### src/csr_pkg.sv
// Notes on behaviour
// - Readable, writable 8-bit control register selects mode
// - External clock edges after completion set overrun, no shifting
// - 16-bit: upper register shifts into lower register
// - 8-bit: lower register out LSB first, in MSB
// - Eight internal clocks or external; pin direction follows
// - Continuous mode keeps internal clock running on pin
// - Word lengths of 8, 12 and 16 bits, LSB first
// - Output changes on falling edge, input sampled rising
// - Completion sets interrupt flag; enable gates request
// - Mode bits 7 and 6 zero: 8-bit mode
// - Tail mark bit 5 zero: no tail mark
// - Clock source bit 3 set: external clock pin
// - Overrun in status bit 5; zero write clears
// - Writing start bit 0 begins; cleared at completion
// - Received 8-bit word is read from lower register
// - Interrupt enable at bit 4 of enable register
// - Port function: bit 1 data, bit 0 clock
package csr_pkg;

	// Register indices; byte address is four times the index
	localparam logic [15:0] CSR_IDX_CTRL = 16'hffa0;
	localparam logic [15:0] CSR_IDX_STAT = 16'hffa1;
	localparam logic [15:0] CSR_IDX_DHI = 16'hffa2;
	localparam logic [15:0] CSR_IDX_DLO = 16'hffa3;
	localparam logic [15:0] CSR_IDX_IEN = 16'hfff5;
	localparam logic [15:0] CSR_IDX_IRQ = 16'hfff8;
	localparam logic [15:0] CSR_IDX_PFN = 16'hfffd;
	localparam int CSR_AW = 18;

	// Control register fields
	localparam int CSR_CTRL_MODE_LSB = 6;
	localparam int CSR_CTRL_TAIL = 5;
	localparam int CSR_CTRL_CKSRC = 3;
	localparam int CSR_CTRL_PSC_LSB = 0;

	// Status register fields
	localparam int CSR_STAT_EXT = 6;
	localparam int CSR_STAT_OVR = 5;
	localparam int CSR_STAT_START = 0;

	// Interrupt and port function fields
	localparam int CSR_IRQ_BIT = 4;
	localparam int CSR_PFN_SO = 2;
	localparam int CSR_PFN_SI = 1;
	localparam int CSR_PFN_SCK = 0;

	// Transfer modes held in control bits 7:6
	localparam logic [1:0] CSR_MODE_8 = 2'h0;
	localparam logic [1:0] CSR_MODE_16 = 2'h1;
	localparam logic [1:0] CSR_MODE_CONT = 2'h2;
	localparam logic [1:0] CSR_MODE_12 = 2'h3;

	// Word lengths in bits
	localparam logic [4:0] CSR_LEN_8 = 5'h08;
	localparam logic [4:0] CSR_LEN_12 = 5'h0c;
	localparam logic [4:0] CSR_LEN_16 = 5'h10;

	// Values after reset
	localparam logic [7:0] CSR_CTRL_RST = 8'h00;
	localparam logic [7:0] CSR_DATA_RST = 8'h00;
	localparam logic [2:0] CSR_PFN_RST = 3'h0;

	// Prescaler: half period of internal clock is base shifted by select
	localparam int CSR_PSC_W = 9;
	localparam logic [8:0] CSR_PSC_BASE_HALF = 9'h002;

	// AXI responses
	localparam logic [1:0] CSR_RESP_OKAY = 2'h0;
	localparam logic [1:0] CSR_RESP_SLVERR = 2'h2;

endpackage

### src/csr_prescaler.sv
`timescale 1ns/1ps
module csr_prescaler
	import csr_pkg::*;
(
	input wire logic clk_in,
	input wire logic rst_n_in,
	input wire logic ce_in,
	input wire logic run_in,
	input wire logic [2:0] sel_in,
	output logic tick_out
);

	typedef struct packed
	{
		logic [CSR_PSC_W-1:0] cnt;
		logic tick;
	} csr_psc_t;

	csr_psc_t s;
	csr_psc_t next_s;
	logic [CSR_PSC_W-1:0] half;

	////////////////////////////////////////////////////////////////////////
	// One of eight divide ratios; counter held at zero while stopped
	always_comb
	begin
		next_s = s;
		half = CSR_PSC_BASE_HALF << sel_in;
		next_s.tick = 1'b0;
		if (!run_in)
		begin
			next_s.cnt = '0;
		end
		else if (s.cnt == half - 9'h001)
		begin
			next_s.cnt = '0;
			next_s.tick = 1'b1;
		end
		else
		begin
			next_s.cnt = s.cnt + 9'h001;
		end
	end

	////////////////////////////////////////////////////////////////////////
	// State register
	always_ff @(posedge clk_in or negedge rst_n_in)
	begin
		if (!rst_n_in)
		begin
			s <= '0;
		end
		else if (ce_in)
		begin
			s <= next_s;
		end
	end

	assign tick_out = s.tick;

endmodule // csr_prescaler

### src/csr_top.sv
`timescale 1ns/1ps
module csr_top
	import csr_pkg::*;
(
	input wire logic REF_CLK_IN,
	input wire logic ARST_N_IN,
	input wire logic CE_IN,
	input wire logic [CSR_AW-1:0] S_AXI_AWADDR_IN,
	input wire logic S_AXI_AWVALID_IN,
	output logic S_AXI_AWREADY_OUT,
	input wire logic [31:0] S_AXI_WDATA_IN,
	input wire logic [3:0] S_AXI_WSTRB_IN,
	input wire logic S_AXI_WVALID_IN,
	output logic S_AXI_WREADY_OUT,
	output logic [1:0] S_AXI_BRESP_OUT,
	output logic S_AXI_BVALID_OUT,
	input wire logic S_AXI_BREADY_IN,
	input wire logic [CSR_AW-1:0] S_AXI_ARADDR_IN,
	input wire logic S_AXI_ARVALID_IN,
	output logic S_AXI_ARREADY_OUT,
	output logic [31:0] S_AXI_RDATA_OUT,
	output logic [1:0] S_AXI_RRESP_OUT,
	output logic S_AXI_RVALID_OUT,
	input wire logic S_AXI_RREADY_IN,
	input wire logic SCK_IN,
	output logic SCK_OUT,
	output logic SCK_OE_OUT,
	input wire logic SI_IN,
	output logic SO_OUT,
	output logic SO_OE_OUT,
	output logic IRQ_OUT
);

	typedef enum logic [1:0]
	{
		CSR_XF_IDLE = 2'b01,
		CSR_XF_SHIFT = 2'b10
	} csr_xfer_t;

	typedef struct packed
	{
		logic awready;
		logic wready;
		logic bvalid;
		logic [1:0] bresp;
		logic have_aw;
		logic have_w;
		logic [15:0] waddr;
		logic [7:0] wdata;
		logic wlane;
		logic arready;
		logic rvalid;
		logic [1:0] rresp;
		logic [31:0] rdata;
		logic [7:0] ctrl;
		logic [7:0] dhi;
		logic [7:0] dlo;
		logic ien;
		logic [2:0] pfn;
		logic start;
		logic ovr;
		logic ext;
		logic irqf;
		logic done_seen;
		csr_xfer_t xf;
		logic [4:0] bits;
		logic sck_prev;
		logic sck_int;
		logic so;
		logic sck_oe;
		logic so_oe;
		logic irq;
	} csr_state_t;

	csr_state_t s;
	csr_state_t next_s;
	logic tick;
	logic run_int;

	////////////////////////////////////////////////////////////////////////
	// Address decode, shared by the read and write paths
	function automatic logic reg_known(input logic [15:0] idx);
		reg_known = (idx == CSR_IDX_CTRL) || (idx == CSR_IDX_STAT) ||
			(idx == CSR_IDX_DHI) || (idx == CSR_IDX_DLO) ||
			(idx == CSR_IDX_IEN) || (idx == CSR_IDX_IRQ) ||
			(idx == CSR_IDX_PFN);
	endfunction

	// Read value of one register; unused bits read as zero
	function automatic logic [7:0] reg_value(input logic [15:0] idx,
		input csr_state_t st);
		logic [7:0] v;
		v = 8'h00;
		if (idx == CSR_IDX_CTRL)
			v = st.ctrl;
		else if (idx == CSR_IDX_STAT)
			v = {1'b0, st.ext, st.ovr, 4'h0, st.start};
		else if (idx == CSR_IDX_DHI)
			v = st.dhi;
		else if (idx == CSR_IDX_DLO)
			v = st.dlo;
		else if (idx == CSR_IDX_IEN)
			v = {3'h0, st.ien, 4'h0};
		else if (idx == CSR_IDX_IRQ)
			v = {3'h0, st.irqf, 4'h0};
		else if (idx == CSR_IDX_PFN)
			v = {5'h00, st.pfn};
		reg_value = v;
	endfunction

	// Bit count of one word for each mode
	function automatic logic [4:0] word_len(input logic [1:0] mode);
		logic [4:0] n;
		n = CSR_LEN_8;
		if (mode == CSR_MODE_16)
			n = CSR_LEN_16;
		else if (mode == CSR_MODE_12)
			n = CSR_LEN_12;
		word_len = n;
	endfunction

	////////////////////////////////////////////////////////////////////////
	// Internal transfer clock source
	csr_prescaler u_prescaler
	(
		.clk_in(REF_CLK_IN),
		.rst_n_in(ARST_N_IN),
		.ce_in(CE_IN),
		.run_in(run_int),
		.sel_in(s.ctrl[CSR_CTRL_PSC_LSB +: 3]),
		.tick_out(tick)
	);

	// When selected by bit 3 clear, internal clock runs during a transfer, or always in continuous mode
	assign run_int = !s.ctrl[CSR_CTRL_CKSRC] &&
		((s.xf == CSR_XF_SHIFT) ||
		(s.ctrl[CSR_CTRL_MODE_LSB +: 2] == CSR_MODE_CONT));

	////////////////////////////////////////////////////////////////////////
	// Next state: bus slave first, then the shifter, so that hardware
	// events land after software writes and win over a clear
	always_comb
	begin
		logic ext_clk;
		logic sck_now;
		logic si;
		logic rise;
		logic fall;
		logic do_wr;
		logic [1:0] mode;
		logic [4:0] bits_inc;
		ext_clk = 1'b0;
		sck_now = 1'b1;
		si = 1'b1;
		rise = 1'b0;
		fall = 1'b0;
		do_wr = 1'b0;
		mode = 2'h0;
		bits_inc = 5'h00;
		next_s = s;

		// Write address and data are taken in either order
		if (S_AXI_AWVALID_IN && s.awready)
		begin
			next_s.have_aw = 1'b1;
			next_s.waddr = S_AXI_AWADDR_IN[CSR_AW-1:2];
		end
		if (S_AXI_WVALID_IN && s.wready)
		begin
			next_s.have_w = 1'b1;
			next_s.wdata = S_AXI_WDATA_IN[7:0];
			next_s.wlane = S_AXI_WSTRB_IN[0];
		end
		if (s.bvalid && S_AXI_BREADY_IN)
		begin
			next_s.bvalid = 1'b0;
		end

		// Perform the write once both halves are held
		do_wr = s.have_aw && s.have_w && !s.bvalid;
		if (do_wr)
		begin
			next_s.have_aw = 1'b0;
			next_s.have_w = 1'b0;
			next_s.bvalid = 1'b1;
			next_s.bresp = reg_known(s.waddr) ? CSR_RESP_OKAY :
				CSR_RESP_SLVERR;
		end
		if (do_wr && s.wlane)
		begin
			if (s.waddr == CSR_IDX_CTRL)
			begin
				next_s.ctrl = s.wdata;
			end
			else if (s.waddr == CSR_IDX_STAT)
			begin
				next_s.ext = s.wdata[CSR_STAT_EXT];
				if (!s.wdata[CSR_STAT_OVR])
					next_s.ovr = 1'b0;
				if (s.wdata[CSR_STAT_START] && s.xf == CSR_XF_IDLE)
				begin
					next_s.start = 1'b1;
					next_s.xf = CSR_XF_SHIFT;
					next_s.bits = 5'h00;
					next_s.done_seen = 1'b0;
				end
			end
			else if (s.waddr == CSR_IDX_DHI)
				next_s.dhi = s.wdata;
			else if (s.waddr == CSR_IDX_DLO)
				next_s.dlo = s.wdata;
			else if (s.waddr == CSR_IDX_IEN)
				next_s.ien = s.wdata[CSR_IRQ_BIT];
			else if (s.waddr == CSR_IDX_IRQ)
			begin
				if (s.wdata[CSR_IRQ_BIT])
					next_s.irqf = 1'b0;
			end
			else if (s.waddr == CSR_IDX_PFN)
				next_s.pfn = s.wdata[2:0];
		end

		// Read path: one word in flight, data from a register
		if (s.rvalid && S_AXI_RREADY_IN)
		begin
			next_s.rvalid = 1'b0;
		end
		if (S_AXI_ARVALID_IN && s.arready)
		begin
			next_s.rvalid = 1'b1;
			next_s.rdata = {24'h000000,
				reg_value(S_AXI_ARADDR_IN[CSR_AW-1:2], s)};
			next_s.rresp = reg_known(S_AXI_ARADDR_IN[CSR_AW-1:2]) ?
				CSR_RESP_OKAY : CSR_RESP_SLVERR;
		end

		// Clock source and pin routing
		ext_clk = s.ctrl[CSR_CTRL_CKSRC];
		if (ext_clk)
			sck_now = s.pfn[CSR_PFN_SCK] ? SCK_IN : 1'b1;
		else
			sck_now = s.sck_int;
		si = s.pfn[CSR_PFN_SI] ? SI_IN : 1'b1;
		next_s.sck_prev = sck_now;
		rise = !s.sck_prev && sck_now;
		fall = s.sck_prev && !sck_now;

		// Internal clock idles high and toggles on each prescaler tick
		if (!run_int)
			next_s.sck_int = 1'b1;
		else if (tick)
			next_s.sck_int = !s.sck_int;

		// Shifter; tail mark is never sent, whatever bit 5 says
		mode = s.ctrl[CSR_CTRL_MODE_LSB +: 2];
		bits_inc = s.bits + 5'h01;
		unique case (s.xf)
			CSR_XF_SHIFT:
			begin
				if (fall)
					next_s.so = s.dlo[0];
				if (rise)
				begin
					// Sample on the rising edge, LSB first
					if (mode == CSR_MODE_8 || mode == CSR_MODE_CONT)
					begin
						next_s.dlo = {si, s.dlo[7:1]};
					end
					else
					begin
						next_s.dhi = {si, s.dhi[7:1]};
						next_s.dlo = {s.dhi[0], s.dlo[7:1]};
					end
					next_s.bits = bits_inc;
					if (bits_inc == word_len(mode))
					begin
						next_s.xf = CSR_XF_IDLE;
						next_s.start = 1'b0;
						next_s.irqf = 1'b1;
						next_s.done_seen = 1'b1;
					end
				end
			end
			CSR_XF_IDLE:
			begin
				// Extra clocks after a finished word are not shifted in
				if (rise && ext_clk && s.done_seen)
					next_s.ovr = 1'b1;
			end
		endcase

		// Registered outputs
		next_s.awready = !next_s.have_aw && !next_s.bvalid;
		next_s.wready = !next_s.have_w && !next_s.bvalid;
		next_s.arready = !next_s.rvalid;
		next_s.sck_oe = next_s.pfn[CSR_PFN_SCK] &&
			!next_s.ctrl[CSR_CTRL_CKSRC];
		next_s.so_oe = next_s.pfn[CSR_PFN_SO];
		next_s.irq = next_s.irqf && next_s.ien;
	end

	////////////////////////////////////////////////////////////////////////
	// State register; clock enable freezes everything
	always_ff @(posedge REF_CLK_IN or negedge ARST_N_IN)
	begin
		if (!ARST_N_IN)
		begin
			s <= '0;
			s.awready <= 1'b1;
			s.wready <= 1'b1;
			s.arready <= 1'b1;
			s.ctrl <= CSR_CTRL_RST;
			s.dhi <= CSR_DATA_RST;
			s.dlo <= CSR_DATA_RST;
			s.pfn <= CSR_PFN_RST;
			s.xf <= CSR_XF_IDLE;
			s.sck_prev <= 1'b1;
			s.sck_int <= 1'b1;
		end
		else if (CE_IN)
		begin
			s <= next_s;
		end
	end

	////////////////////////////////////////////////////////////////////////
	// Port mapping, all straight from flip-flops
	assign S_AXI_AWREADY_OUT = s.awready;
	assign S_AXI_WREADY_OUT = s.wready;
	assign S_AXI_BRESP_OUT = s.bresp;
	assign S_AXI_BVALID_OUT = s.bvalid;
	assign S_AXI_ARREADY_OUT = s.arready;
	assign S_AXI_RDATA_OUT = s.rdata;
	assign S_AXI_RRESP_OUT = s.rresp;
	assign S_AXI_RVALID_OUT = s.rvalid;
	assign SCK_OUT = s.sck_int;
	assign SCK_OE_OUT = s.sck_oe;
	assign SO_OUT = s.so;
	assign SO_OE_OUT = s.so_oe;
	assign IRQ_OUT = s.irq;

endmodule // csr_top

### config.mk
export PLATFORM = sky130hd
export DESIGN_NAME = csr_top
export DESIGN_NICKNAME = d
export VERILOG_FILES = /design/src/csr_pkg.sv /design/src/csr_prescaler.sv /design/src/csr_top.sv
export SDC_FILE = /design/constraint.sdc
export NUM_CORES = 1
export LEC_CHECK = 0
export ABC_AREA = 1
export BUFFER_PORTS_ARGS = -buffer_cell sky130_fd_sc_hd__buf_4
export CAP_MARGIN = 20
export CORE_MARGIN = 5
export CORE_UTILIZATION = 55
export CTS_CLUSTER_DIAMETER = 60
export DETAILED_ROUTE_END_ITERATION = 10
export GPL_TIMING_DRIVEN = 0
export PLACE_DENSITY = 0.79
export SLEW_MARGIN = 30
export SYNTH_ARGS = -nofsm -noshare
export SYNTH_HDL_FRONTEND = slang
export SYNTH_SLANG_ARGS = --single-unit
### constraint.sdc
create_clock -name REF_CLK_IN -period 2.1 [get_ports REF_CLK_IN]
set_clock_uncertainty 0.05 [all_clocks]
set_input_delay 0 -clock REF_CLK_IN [delete_from_list [all_inputs] [get_ports REF_CLK_IN]]
set_output_delay 0 -clock REF_CLK_IN [all_outputs]
set_load 0.01 [all_outputs]
==> parameters.txt <==
Parameter                              Value

Timing
  Min cycle time layout    1.97 ns
  Setup repair after global routing missed its margin    false
  Aggregate negative setup slack    0 ns
  Final setup violation count    0
  Fmax    509 MHz
  Worst-Margin Slew    0.776 ns
  Fin. max-slew vios    0
  Final worst setup slack    0.133 ns
  Worst Hold Slack    0.0320 ns
  Final number of hold-violating endpoints    0
  Headroom to the max-slew limit    0.483
  Share of the clock period used by the worst path after layout    0.936

Global routing
  Maximum number of pins on one net before global-route repair    98
  Number of global-route vias before repair    5153
  Gr ovfl total    0
  Wire length of the first global-routing pass    24400 um
  Total global-route track usage    0.259
  Antenna violations before repair    0

Die
  Row Count    36
  Core area    0.00977 mm2
  Floorplan die width    110 um
  Height of the die    110 um
  Die area    0.0122 mm2
  Number of top-level pins    128
  Starting utilization of the core area    0.566

Worst hold path
  Worst hold path depth    4
  Worst hold path startpoint    SCK_IN
  Hold/Removal Path Class    input port to register
  Hold Path Sink    s[5]$_DFFE_PN1P_

Synthesis
  Distinct cell type count after synthesis    39
  Avg Inst Size Synth    7.18 um2
  Gate count after technology mapping    770
  Mapped Area    0.00553 mm2
  Yosys warning count    0
  Seq/Total Area, Yosys    0.440
  Count of state elements after synthesis    97

Worst setup path
  Crit path capture type    register
  Largest fanout on the critical path    10
  Critical path arrival    2.19 ns
  Worst flop-to-flop path endpoint    s[35]$_DFFE_PN0P_
  Crit Path Class    register to register
  Sort of element at the start of the critical path    register
  Register-to-register setup slack    0.13 ns
  WP data required    2.32 ns
  Reg2Reg Depth    12
  Worst reg2reg startpoint    SCK_OUT$_DFFE_PN1P_

Power and ir drop
  Static Leak    3.62 nW
  Power per standard cell area    859 mW/mm2
  Total Power Consumption    5.93 mW
  Maximum vdd drop    0.000539 V

Route
  Antenna violation net count after detailed routing    0
  Drt pass-1 iters    5
  First-iteration detailed-routing DRC count    452
  Average routed wire per standard cell    14.5 um
  Vias/cell    5.16
  Via Count    5395
  Total wire length    15100 um
  DRC violation count after routing    0

Placement
  Worst slack at placement    0.0232 ns
  Quantity of I/O buffers inserted on ports    69
  DP HPWL    11000 um
  Gp weighted congestion    0.899

Clock network
  CTS tree    yes
  Clock buffer count from CTS    9
  Maximum buffer depth of the clock tree    2
  Sink Count    97
  Cell at the root of the clock tree    clkbuf_8
  Clock transition time at the flip-flop clock pins of the worst setup and hold paths    0.10 ns
  Clock latency of the later-clocked register in the worst-skew pair    0.38 ns
  Number of levels in the clock H-tree    3

Final layout
  Post-Route Utilization    0.706
  Final #Nets    991
  Layout area overhead    24.8%
  Most used cells in the layout excluding fill and tap cells    nand2_1, buf_4, dfrtp_1
  Diode count    0
  Share of post-route cells with drive strength above 1    0.167
  Most flop-heavy register    s
  Area of combinational cells with multiple inputs    0.00257 mm2
  Most frequent standard cell in the layout excluding fill and tap cells    nand2_1
  Flip-flop count of the largest register after layout    68
  Storage element area    0.00243 mm2
  Count of filler cells inserted in the layout    822

Flow run
  Number of maximum-capacitance violations    0

Run status
  Run status    completed
## per-layer routing
metal,track usage,part of all wire
met4,0.104,0.023
met2,0.437,0.48
met1,0.343,0.43
met3,0.0268,0.070
met5,0,0
## power breakdown
part           total [mW]  switching [mW]  leakage, nW  internal, mW
sequential           2.80           0.433         1.23          2.36
combinational        1.61           0.964         2.26         0.651
clock                1.52           0.697        0.119         0.828
total                5.93            2.09         3.62          3.84
## synthesized netlist by cell type (all sizes together)
master / n / area share
a21o: 1 / 0.0014
a21oi: 12 / 0.011
a22o: 1 / 0.0016
a2bb2oi: 1 / 0.0016
and3: 1 / 0.0011
buf: 47 / 0.058
clkbuf: 9 / 0.0061
clkinv: 1 / 0.00068
conb: 1 / 0.00068
dfrtp: 91 / 0.41
dfstp: 6 / 0.029
ha: 2 / 0.0045
inv: 73 / 0.050
mux2: 1 / 0.0020
nand2: 268 / 0.18
nand3: 64 / 0.059
nand3b: 6 / 0.0081
nand4: 26 / 0.031
nor2: 76 / 0.055
nor3: 9 / 0.010
o211ai: 1 / 0.0014
o21ai: 57 / 0.052
o21bai: 1 / 0.0014
o221ai: 2 / 0.0032
o22ai: 1 / 0.0011
o31ai: 2 / 0.0027
or2: 1 / 0.0011
xnor2: 3 / 0.0048
xor2: 6 / 0.0095
## repair_timing
action	CTS	global route
endpoints found under the hold margin	122	0
buffers inserted	0	1
gates resized for setup	0	6
hold buffers	31	0
endpoints found under the setup margin	0	23
## worst max-delay path, stage by stage (launching register included)
cell and delay [ns]:
dfstp_2 0.57, inv_1 0.08, nand2_1 0.08, nand2_1 0.09, inv_1 0.11, nand3_4 0.12
inv_4 0.12, nand2_2 0.10, buf_2 0.21, o21ai_0 0.16, inv_1 0.06, nand2_1 0.05
nand2_1 0.04
## worst max-delay path by stage
stage	from	to	slack [ns]	depth (start not counted)
after floorplan	SCK_OUT$_DFFE_PN1P_	s[35]$_DFFE_PN0P_	0.35	12
after global placement	SCK_OUT$_DFFE_PN1P_	s[35]$_DFFE_PN0P_	0.04	12
after detailed placement	SCK_OUT$_DFFE_PN1P_	s[35]$_DFFE_PN0P_	0.02	12
after CTS	SCK_OUT$_DFFE_PN1P_	s[35]$_DFFE_PN0P_	0.005	12
after global routing	SCK_OUT$_DFFE_PN1P_	s[35]$_DFFE_PN0P_	0.008	12
final	SCK_OUT$_DFFE_PN1P_	s[35]$_DFFE_PN0P_	0.13	12
## layout make-up
class,count,share of cell area
Sequential cell,97,0.353
Multi-Input combinational cell,568,0.373
Buffer,56,0.0516
Clock inverter,6,0.0165
Clock buffer,10,0.0199
Timing Repair Buffer,101,0.122
Inverter,74,0.0406
Tap cell,133,0.0241
## cells by family (layout without fill, tap and decap cells)
logic type / count (synthesis) / after routing / share of synthesized area
flops: 97 / 97 / 0.440
other cells: 1 / 26 / 0.000678
xor+xnor: 9 / 9 / 0.0143
simple gates: 451 / 451 / 0.347
buf+inv: 130 / 247 / 0.115
compound gates: 79 / 79 / 0.0767
fa+ha+maj: 2 / 2 / 0.00452
mux: 1 / 1 / 0.00204
## per-stage QoR
stage,area [um2],std cells
5_1_grt,6910,1045
2_1_floorplan,5630,795
6_report,6910,1045
4_1_cts,6880,1044
3_3_place_gp,6310,997
3_5_place_dp,6310,997
Power figures use the tool's default switching activity.
